`src/rtl/aoa_output_map.vh`:
```
// constants for the converter output alignment and over-range stage
// assumes inclusion by aoa_output_stage.v and aoa_delay_line.v only
`ifndef AOA_OUTPUT_MAP_VH
`define AOA_OUTPUT_MAP_VH

// =============================================================
// register offsets and layout
`define AOA_ADDR_I_RANGE      4'h3
`define AOA_ADDR_Q_RANGE      4'hB
`define AOA_RANGE_RESET       16'h4000
`define AOA_RANGE_MSB         14
`define AOA_RANGE_READ_MASK   16'h7FFF

// =============================================================
// full-scale range codes used outside extended control mode
`define AOA_RANGE_MID         15'h4000
`define AOA_RANGE_HIGH        15'h7FFF

// =============================================================
// conversion
`define AOA_CODE_WIDTH        10
`define AOA_ANALOG_WIDTH      12
`define AOA_CODE_MID          13'h0200
`define AOA_CODE_MAX          13'h03FF
`define AOA_CODE_ALL_ONES     10'h3FF
`define AOA_CODE_ALL_ZEROS    10'h000

// =============================================================
// timing
`define AOA_LAT_PRIMARY       34
`define AOA_LAT_DELAYED       35
`define AOA_OUTPUT_DELAY_NS   20
`define AOA_CLOCK_PERIOD_NS   10

`endif

```
`src/rtl/aoa_delay_line.v`:
```
// sample pipeline: shift register with two fixed taps
// assumes shiftEn is a one-cycle strobe in the clock domain
`timescale 1ns/1ps
`include "aoa_output_map.vh"

module aoa_delay_line #(
    parameter WIDTH = 22,
    parameter TAP_A = `AOA_LAT_PRIMARY,
    parameter TAP_B = `AOA_LAT_DELAYED
) (
    input  wire             clock,
    input  wire             srst,
    input  wire             shiftEn,
    input  wire [WIDTH-1:0] dataIn,
    output wire [WIDTH-1:0] tapA,
    output wire [WIDTH-1:0] tapB
);

    // entry j holds the sample pushed j strobes before the newest
    reg [WIDTH-1:0] stage_reg [0:TAP_B];

    // =============================================================
    // shift chain
    always @(posedge clock) begin
        if (srst) begin
            stage_reg[0] <= {WIDTH{1'b0}};
        end else if (shiftEn) begin
            stage_reg[0] <= dataIn;
        end
    end

    genvar gi;
    generate
        for (gi = 1; gi <= TAP_B; gi = gi + 1) begin : gStage
            always @(posedge clock) begin
                if (srst) begin
                    stage_reg[gi] <= {WIDTH{1'b0}};
                end else if (shiftEn) begin
                    stage_reg[gi] <= stage_reg[gi-1];
                end
            end
        end
    endgenerate

    assign tapA = stage_reg[TAP_A];
    assign tapB = stage_reg[TAP_B];

endmodule

```
`src/rtl/aoa_output_stage.v`:
```
// converter digital output stage: sampling edges, pipeline alignment,
// clipping, over-range flags, bus enables and full-scale range select
// assumes sampleClk, mode pins and analog words come from outside the
// clock domain; the register port is driven from this clock domain
`timescale 1ns/1ps
`include "aoa_output_map.vh"

module aoa_output_stage #(
    parameter CODE_WIDTH   = `AOA_CODE_WIDTH,
    parameter ANALOG_WIDTH = `AOA_ANALOG_WIDTH
) (
    input  wire                    clock,
    input  wire                    srst,
    input  wire                    sampleClk,
    input  wire [ANALOG_WIDTH-1:0] iAnalog,
    input  wire [ANALOG_WIDTH-1:0] qAnalog,
    input  wire                    demuxMode,
    input  wire                    bothEdgeMode,
    input  wire                    extended_control_mode,
    input  wire                    full_scale_select_pin,
    input  wire                    regWriteEn,
    input  wire [3:0]              regAddr,
    input  wire [15:0]             regWriteData,
    output reg  [15:0]             regReadData,
    output reg  [CODE_WIDTH-1:0]   primary_i_bus,
    output reg                     primaryIBusOe,
    output reg  [CODE_WIDTH-1:0]   primary_q_bus,
    output reg                     primaryQBusOe,
    output reg  [CODE_WIDTH-1:0]   delayed_i_bus,
    output reg                     delayedIBusOe,
    output reg  [CODE_WIDTH-1:0]   delayed_q_bus,
    output reg                     delayedQBusOe,
    output reg                     i_over_range_flag,
    output reg                     q_over_range_flag,
    output reg  [14:0]             iRangeCode,
    output reg  [14:0]             qRangeCode
);

    localparam WORD_WIDTH  = CODE_WIDTH + 1;
    localparam RISE_WIDTH  = 2 * WORD_WIDTH;
    localparam DELAY_CYCLES =
        (`AOA_OUTPUT_DELAY_NS + `AOA_CLOCK_PERIOD_NS - 1) / `AOA_CLOCK_PERIOD_NS;
    localparam DELAY_LEN   = (DELAY_CYCLES < 1) ? 1 : DELAY_CYCLES;

    // =============================================================
    // input synchronisers
    reg                    sampleClkMeta_reg;
    reg                    sampleClkSync_reg;
    reg                    sampleClkLast_reg;
    reg [3:0]              modeMeta_reg;
    reg [3:0]              modeSync_reg;
    reg [ANALOG_WIDTH-1:0] iMeta_reg;
    reg [ANALOG_WIDTH-1:0] iSync_reg;
    reg [ANALOG_WIDTH-1:0] qMeta_reg;
    reg [ANALOG_WIDTH-1:0] qSync_reg;

    always @(posedge clock) begin
        if (srst) begin
            sampleClkMeta_reg <= 1'b0;
            sampleClkSync_reg <= 1'b0;
            sampleClkLast_reg <= 1'b0;
            modeMeta_reg      <= 4'h0;
            modeSync_reg      <= 4'h0;
            iMeta_reg         <= {ANALOG_WIDTH{1'b0}};
            iSync_reg         <= {ANALOG_WIDTH{1'b0}};
            qMeta_reg         <= {ANALOG_WIDTH{1'b0}};
            qSync_reg         <= {ANALOG_WIDTH{1'b0}};
        end else begin
            sampleClkMeta_reg <= sampleClk;
            sampleClkSync_reg <= sampleClkMeta_reg;
            sampleClkLast_reg <= sampleClkSync_reg;
            modeMeta_reg      <= {full_scale_select_pin, extended_control_mode,
                                  bothEdgeMode, demuxMode};
            modeSync_reg      <= modeMeta_reg;
            iMeta_reg         <= iAnalog;
            iSync_reg         <= iMeta_reg;
            qMeta_reg         <= qAnalog;
            qSync_reg         <= qMeta_reg;
        end
    end

    wire demuxOn    = modeSync_reg[0];
    wire bothEdgeOn = modeSync_reg[1];
    wire ecmOn      = modeSync_reg[2];
    wire fsrPinHigh = modeSync_reg[3];

    // =============================================================
    // sampling edges
    // free running: every rising edge converts, falling edges only in both-edge mode; nothing arms it
    wire riseEdge = sampleClkSync_reg & ~sampleClkLast_reg;
    wire fallEdge = ~sampleClkSync_reg & sampleClkLast_reg & bothEdgeOn;

    // =============================================================
    // clipping: input is a signed offset from mid code
    function [WORD_WIDTH-1:0] clipWord;
        input [ANALOG_WIDTH-1:0] analog;
        reg signed [12:0] sum;
        begin
            sum = $signed({{(13-ANALOG_WIDTH){analog[ANALOG_WIDTH-1]}}, analog})
                  + $signed(`AOA_CODE_MID);
            if (sum > $signed(`AOA_CODE_MAX)) begin
                clipWord = {1'b1, `AOA_CODE_ALL_ONES};
            end else if (sum < 0) begin
                clipWord = {1'b1, `AOA_CODE_ALL_ZEROS};
            end else begin
                clipWord = {1'b0, sum[CODE_WIDTH-1:0]};
            end
        end
    endfunction

    wire [WORD_WIDTH-1:0] iWord = clipWord(iSync_reg);
    wire [WORD_WIDTH-1:0] qWord = clipWord(qSync_reg);

    // both-edge mode carries the Q channel in the I slot
    wire [RISE_WIDTH-1:0] riseEntry = {(bothEdgeOn ? qWord : iWord), qWord};

    // =============================================================
    // pipelines: one for rising samples, one for falling samples
    wire [RISE_WIDTH-1:0] riseTapPrimary;
    wire [RISE_WIDTH-1:0] riseTapDelayed;
    wire [WORD_WIDTH-1:0] fallTapPrimary;
    wire [WORD_WIDTH-1:0] fallTapDelayed;

    aoa_delay_line #(
        .WIDTH (RISE_WIDTH),
        .TAP_A (`AOA_LAT_PRIMARY),
        .TAP_B (`AOA_LAT_DELAYED)
    ) uRiseLine (
        .clock   (clock),
        .srst    (srst),
        .shiftEn (riseEdge),
        .dataIn  (riseEntry),
        .tapA    (riseTapPrimary),
        .tapB    (riseTapDelayed)
    );

    // a falling entry j steps back is 34.5 cycles old at the next rise for j = 34
    aoa_delay_line #(
        .WIDTH (WORD_WIDTH),
        .TAP_A (`AOA_LAT_PRIMARY),
        .TAP_B (`AOA_LAT_DELAYED)
    ) uFallLine (
        .clock   (clock),
        .srst    (srst),
        .shiftEn (fallEdge),
        .dataIn  (qWord),
        .tapA    (fallTapPrimary),
        .tapB    (fallTapDelayed)
    );

    // =============================================================
    // output delay after each rising edge
    // taps settle one cycle after the edge, so the delay covers that too
    reg [DELAY_LEN-1:0] loadPipe_reg;
    reg [DELAY_LEN-1:0] loadPipe_next;
    reg                 demuxPhase_reg;

    // edge enters at bit 0 of the chain, so a one-stage delay
    // needs no branch with an empty part-select
    wire [DELAY_LEN:0] loadChain = {loadPipe_reg, riseEdge};

    always @* begin
        loadPipe_next = loadChain[DELAY_LEN-1:0];
    end

    always @(posedge clock) begin
        if (srst) begin
            loadPipe_reg   <= {DELAY_LEN{1'b0}};
            demuxPhase_reg <= 1'b0;
        end else begin
            loadPipe_reg   <= loadPipe_next;
            if (riseEdge) begin
                demuxPhase_reg <= demuxOn ? ~demuxPhase_reg : 1'b0;
            end
        end
    end

    // demux presents a pair every second rise; delayed word is the older one
    wire loadNow = loadPipe_reg[DELAY_LEN-1] & (~demuxOn | demuxPhase_reg);

    // =============================================================
    // bus word selection
    wire [WORD_WIDTH-1:0] selPrimaryI = riseTapPrimary[RISE_WIDTH-1:WORD_WIDTH];
    wire [WORD_WIDTH-1:0] selPrimaryQ = bothEdgeOn ? fallTapPrimary
                                                   : riseTapPrimary[WORD_WIDTH-1:0];
    wire [WORD_WIDTH-1:0] selDelayedI = riseTapDelayed[RISE_WIDTH-1:WORD_WIDTH];
    wire [WORD_WIDTH-1:0] selDelayedQ = bothEdgeOn ? fallTapDelayed
                                                   : riseTapDelayed[WORD_WIDTH-1:0];

    always @(posedge clock) begin
        if (srst) begin
            primary_i_bus     <= {CODE_WIDTH{1'b0}};
            primary_q_bus     <= {CODE_WIDTH{1'b0}};
            delayed_i_bus     <= {CODE_WIDTH{1'b0}};
            delayed_q_bus     <= {CODE_WIDTH{1'b0}};
            i_over_range_flag <= 1'b0;
            q_over_range_flag <= 1'b0;
        end else if (loadNow) begin
            primary_i_bus <= selPrimaryI[CODE_WIDTH-1:0];
            primary_q_bus <= selPrimaryQ[CODE_WIDTH-1:0];
            if (demuxOn) begin
                delayed_i_bus <= selDelayedI[CODE_WIDTH-1:0];
                delayed_q_bus <= selDelayedQ[CODE_WIDTH-1:0];
            end
            // flag follows the words on show, so it lasts while clipping does
            i_over_range_flag <= selPrimaryI[CODE_WIDTH] |
                                 (demuxOn & selDelayedI[CODE_WIDTH]);
            q_over_range_flag <= selPrimaryQ[CODE_WIDTH] |
                                 (demuxOn & selDelayedQ[CODE_WIDTH]);
        end
    end

    // =============================================================
    // bus enables
    always @(posedge clock) begin
        if (srst) begin
            primaryIBusOe <= 1'b0;
            primaryQBusOe <= 1'b0;
            delayedIBusOe <= 1'b0;
            delayedQBusOe <= 1'b0;
        end else begin
            primaryIBusOe <= 1'b1;
            primaryQBusOe <= 1'b1;
            delayedIBusOe <= demuxOn;
            delayedQBusOe <= demuxOn;
        end
    end

    // =============================================================
    // full-scale range registers
    reg [15:0] iRange_reg;
    reg [15:0] qRange_reg;

    always @(posedge clock) begin
        if (srst) begin
            iRange_reg <= `AOA_RANGE_RESET;
            qRange_reg <= `AOA_RANGE_RESET;
        end else if (regWriteEn) begin
            if (regAddr == `AOA_ADDR_I_RANGE) begin
                iRange_reg <= regWriteData & `AOA_RANGE_READ_MASK;
            end else if (regAddr == `AOA_ADDR_Q_RANGE) begin
                qRange_reg <= regWriteData & `AOA_RANGE_READ_MASK;
            end
        end
    end

    always @(posedge clock) begin
        if (srst) begin
            regReadData <= 16'h0000;
        end else if (regAddr == `AOA_ADDR_I_RANGE) begin
            regReadData <= iRange_reg;
        end else if (regAddr == `AOA_ADDR_Q_RANGE) begin
            regReadData <= qRange_reg;
        end else begin
            regReadData <= 16'h0000;
        end
    end

    // =============================================================
    // range selection: pin acts on both channels outside extended control
    wire [14:0] pinRange = fsrPinHigh ? `AOA_RANGE_HIGH : `AOA_RANGE_MID;

    always @(posedge clock) begin
        if (srst) begin
            iRangeCode <= `AOA_RANGE_MID;
            qRangeCode <= `AOA_RANGE_MID;
        end else if (ecmOn) begin
            iRangeCode <= iRange_reg[`AOA_RANGE_MSB:0];
            qRangeCode <= qRange_reg[`AOA_RANGE_MSB:0];
        end else begin
            iRangeCode <= pinRange;
            qRangeCode <= pinRange;
        end
    end

endmodule

```
`config.mk`:
```
export PLATFORM = sky130hd
export DESIGN_NAME = aoa_output_stage
export DESIGN_NICKNAME = d
export VERILOG_FILES = /design/src/rtl/aoa_delay_line.v /design/src/rtl/aoa_output_stage.v
export VERILOG_INCLUDE_DIRS = /design/src /design/src/rtl
export SDC_FILE = /design/constraint.sdc
export NUM_CORES = 1
export LEC_CHECK = 0
export ABC_AREA = 0
export BUFFER_PORTS_ARGS = -buffer_cell sky130_fd_sc_hd__buf_2
export CORE_ASPECT_RATIO = 1.25
export CORE_MARGIN = 2
export CORE_UTILIZATION = 37
export DETAILED_ROUTE_END_ITERATION = 16
export SLEW_MARGIN = 20
export SYNTH_ARGS = -nofsm -noshare
export SYNTH_HDL_FRONTEND = slang
export SYNTH_SLANG_ARGS = --single-unit
export TNS_END_PERCENT = 100
```
`constraint.sdc`:
```
create_clock -name clock -period 27.6 [get_ports clock]
set_clock_uncertainty 0.2 [all_clocks]
set_input_delay 4.14 -clock clock [delete_from_list [all_inputs] [get_ports clock]]
set_output_delay 4.14 -clock clock [all_outputs]
set_load 0.05 [all_outputs]
```
Word level (Yosys, flattened, before mapping)
Memory sizes are Yosys's and may differ from the RTL's.
Index checks and enable logic that the tools add are counted.
Operators by class
  bitwise logic cells: 86
  mux-type cells: 94
  eq/ne operators: 2
  $add $sub $neg: 2
  $lt $le $gt $ge: 4
  reductions and logical operators: 4
Operator list (count)
  $mux W22: 36
  $mux W11: 43
  $or A1 B1 Y1: 75
  $mux W15: 4
  $add A12 B11 Y13 const B: 2
  $gt A13 B11 Y1 const B: 2
  $lt A13 B1 Y1 const B: 2
  $mux W14: 1
  $mux W1: 10
  $and A1 B1 Y1: 6
  $not A1 Y1: 5
  $eq A4 B2 Y1 const B: 1
  $eq A4 B4 Y1 const B: 1
  $reduce_and A2 Y1: 2
  $reduce_and A3 Y1: 1
  $reduce_or A2 Y1: 1
Storage, ports and cells
  memories kept: 2
  word-level logic and storage cells: 219
  input bits: 52
  flip-flop bits (word level): 182
  RAM bits: 1188
  output and inout bits: 92
Memory list
  uRiseLine.stage_reg: depth 36, bits a word 22, rd ports 36, clocked after Yosys merged registers in 0, write ports 36, RTL line aoa_delay_line.v:20  | reg [WIDTH-1:0] stage_reg [0:TAP_B];
  uFallLine.stage_reg: depth 36, bits a word 11, rd ports 36, clocked after Yosys merged registers in 0, write ports 36, RTL line aoa_delay_line.v:20

Logic depth before layout (Yosys ltp)
  depth in word-level cells: 7
  gate-level depth with buffers: 8
  mapped depth without buffers: 6

Modules after synthesis
From an unflattened synthesis, not the netlist that was laid out.
Unflattened totals
  cell total of the unflattened synthesis: 3379
  area total of the unflattened synthesis: 54567.3 um2
By module, submodules not included
  aoa_delay_line at uRiseLine: sequential area each 23782.8 um2, area an instance 31939.4 um2, instances 1, cells each 1805
  aoa_delay_line at uFallLine: sequential area each 11891.4 um2, area an instance 16261.8 um2, instances 1, cells each 903
  aoa_output_stage: sequential area each 3623.5 um2, area an instance 6366.1 um2, instances 1, cells each 671

Worst setup path before layout
Ideal clock, no wire load.
  path type: input -> register
  start point: in srst
  end point: mem uRiseLine.stage_reg[0][0] (enable)
  required time: 26235 ps
  data arrival time: 20395 ps
  slack: 5840 ps
  cell stages on the path: 3
  setup time: 1165 ps
  buffers on the path: 2
  cell sequence: buf_2 -> clkbuf_1 -> a21o_1
RTL lines
  from (decl): RTL line aoa_output_stage.v:13  | input wire srst,
  to (decl): RTL line aoa_delay_line.v:20

==> metrics.md <==
| Metric | Value |
|---|---|
| Port Buffer Count | 141 |
| Gr ovfl total | 0 |
| Run status | finished clean |
| Predominant post-synthesis flop cell | sky130_fd_sc_hd__edfxtp_1 |
| Sequential Power Share | 55.4% |
| Final setup fails | 0 |
| Placed Area | 52300 um^2 |
| Relative slew slack | 22.9% |
| Initial antenna violation count | 4 |
| Boundary Pins | 144 |
| Final net count | 3345 |
| Highest ir drop seen on vdd | 0.0478 mV |
| Switching power as a share of total power | 20.4% |
| Share of the yosys chip area belonging to registers | 78.3% |
| Count of TritonRoute iterations in the first routing pass | 5 |
| Synthesized cell area | 50200 um^2 |
| Share of layout cells above drive strength 1 | 11.1% |
| Avg Inst Size Synth | 15.5 um^2 |
| Actual transition at the worst max-transition pin | 1.16 ns |
| Synth warn | 0 |
| Crit end category | flip-flop |
| Portion of synthesized cell area occupied by the leading cell type | 71.1% |
| DR iter-0 viols | 2279 |
| Final HPWL from detailed placement | 32600 um |
| Drc violations | 0 |
| Placed cell count | 4902 |
| Total count of hold-check failures in the final report | 0 |
| Combinational share of power | 2.3% |
| Unrepaired setup endpoints after global routing | no |
| Core region area | 135000 um^2 |
| Flip-flop count of the largest register after layout | 792 |
| Drt wl/cell | 13.8 um |
| Most frequent cell after synthesis | sky130_fd_sc_hd__edfxtp_1 |
| Worst endpoint required time | 27.72 ns |
| Initial Utilization | 37.1% |
| Maxcap violations | 0 |
| Count of hold buffers inserted by post-cts repair | 0 |
| Post-detailed-route count of antenna-violating nets | 0 |
| Clock network fraction of design power | 42.3% |
| Number of storage elements in the synthesis netlist | 1369 |
| Power density over the cells | 75.0 nW/um^2 |
| Worst min-delay path category | reg2reg |
| Internal power contribution | 0.00339 W |
| Slew Limit Fails | 0 |
| Period utilisation layout | 27.6% |
| Finished Layout Cells | 5167 |
| Number of diodes added for antenna fixing | 0 |
| Overall fraction of global-route tracks in use | 9.94% |
| Floorplan die height | 416 um |
| Upper clock frequency limit | 0.131 GHz |
| Post-synth EDFFs | 1188 |
| Average vias per placed instance | 4.73 |
| Wire length of the first global-routing pass | 116000 um |
| Synth unique cells | 43 |
| Area overhead of the layout relative to synthesis | 13.2% |
| Summed negative setup slack over all endpoints | 0 ns |
| Post-Synthesis Net Count | 3297 |
| Post-CTS Setup Inserts | 0 |
| Psw | 0.000869 W |
| Wire length reported by the detailed router | 71100 um |
| Final standard cell area without fillers | 56800 um^2 |
| Largest net degree at the start of global routing | 271 |
| CP startpoint kind | input port |
| Library cell occupying the most area in the post-synthesis netlist | sky130_fd_sc_hd__edfxtp_1 |
| Total vias in the final route | 24400 |
| Horiz. Die Dim | 333 um |
| Clock Root Buffer | sky130_fd_sc_hd__clkbuf_16 |
| TritonCTS clock tree | built |
| Arr. time, crit path | 7.74 ns |
| Post-synth top cells | 1188 x sky130_fd_sc_hd__edfxtp_1, 771 x sky130_fd_sc_hd__and3_1, 387 x sky130_fd_sc_hd__and2_1 |
| Reg clk slew, reported paths | 0.06 ns |
| Deepest level of the CTS H-tree | 4 |
| Setup Crit Path Kind | in2reg |
| Floorplan die area | 139000 um^2 |
| R2R Setup Slk | 23.01 ns |
| Clock tree buffer depth | 3 |
| Share of synthesized registers carrying an async set or reset | 0% |
| Count of clock tree sinks | 1369 |
| Power consumption | 0.00426 W |
| Row count | 151 |
| Clock buffer count from CTS | 143 |
| Leakage | 23.6 nW |
| Post-CTS sizing | 0 |
| Global placer's final weighted congestion | 0.767 |
| Top area cells in the synthesized netlist | sky130_fd_sc_hd__edfxtp_1 71%, sky130_fd_sc_hd__and3_1 9.6%, sky130_fd_sc_hd__dfxtp_1 7.2%, sky130_fd_sc_hd__and2_1 4.8%, sky130_fd_sc_hd__clkbuf_1 1.6% |
| Synthesized instance count | 3241 |
| Final Critical Period | 7.62 ns |
| Clock latency at the later pin of the worst-skew pair | 0.73 ns |
| Vias in the first global route | 23400 |
| Maximum fanout encountered on the critical timing path | 193 |
-- routing by layer --
metal	part of all wire, %	global-route usage [%]
met1	47	13.1
met2	46	15.7
met3	3.9	2.30
met4	3.0	4.35
met5	0.037	0
-- cells by family (layout without fill, tap and decap cells) --
group / Yosys count / count (layout) / share of synthesized area [%]
compound gates: 160 / 160 / 2.07
xor+xnor: 2 / 2 / 0.0349
fa+ha+maj: 4 / 4 / 0.0998
buf+inv: 276 / 443 / 2.27
flops: 1369 / 1369 / 78.3
mux: 20 / 20 / 0.399
other cells: 1 / 1 / 0.00747
simple gates: 1409 / 1409 / 16.8
-- placed cells by master (no fill, tap or decap), drive strengths merged, types with 2 or more instances in the layout --
| cell | instances |
|---|---|
| a221oi | 10 |
| and2 | 388 |
| buf | 170 |
| nor3 | 4 |
| nor2b | 62 |
| a21oi | 73 |
| ha | 4 |
| nor2 | 38 |
| a211oi | 23 |
| a21o | 29 |
| nand3 | 3 |
| clkinv | 52 |
| dfxtp | 181 |
| edfxtp | 1188 |
| inv | 17 |
| or2 | 2 |
| and3 | 771 |
| xor2 | 2 |
| nand4 | 4 |
| bufinv | 3 |
| clkbuf | 201 |
| nand2b | 5 |
| o31ai | 2 |
| a22oi | 16 |
| mux2i | 20 |
| nand2 | 128 |
-- layout make-up --
class	count	area, um^2
fillers	12000	78300
multi-input cells	1596	9790
repair buffers	170	1020
inverters	9	41.3
clock buffers	201	3920
clock inverters	63	546
well taps	1759	2200
flip-flops and latches	1369	39300
-- final timing paths --
path                   startpoint                    endpoint  depth (start not counted)
hold / removal       iMeta_reg[5]                iSync_reg[5]                          1
hold reg to reg      iMeta_reg[5]                iSync_reg[5]                          1
setup reg to reg  modeSync_reg[1]  uFallLine.stage_reg[4][34]                          5
setup / recovery             srst  uFallLine.stage_reg[4][34]                          5
-- critical path, stage by stage --
cell and delay [ns]:
sky130_fd_sc_hd__buf_6 0.52, sky130_fd_sc_hd__inv_1 0.50, sky130_fd_sc_hd__nand2_4 0.61, sky130_fd_sc_hd__buf_12 0.66, sky130_fd_sc_hd__buf_4 0.94
-- stage by stage --
step                      setup slack, ns  utilization (%)  hold slack, ns
final                               19.98             42.1           0.225
after global routing                19.75             42.1           0.249
after CTS                           19.99             42.0           0.229
after detailed placement            19.21             38.7           0.220
after global placement              19.28             38.7           0.218
after floorplan                      5.84                -           0.214
-- power groups by stage --
stage	combinational (W)	sequential, W	clock [W]
floorplan	0.0000659	0.00246	0
detailed placement	0.000101	0.00240	0
CTS	0.000101	0.00236	0.00186
global route	0.000110	0.00237	0.00194
finish	0.0000989	0.00236	0.00180
global placement	0.0000996	0.00240	0
(Power assumes the default switching activity.)
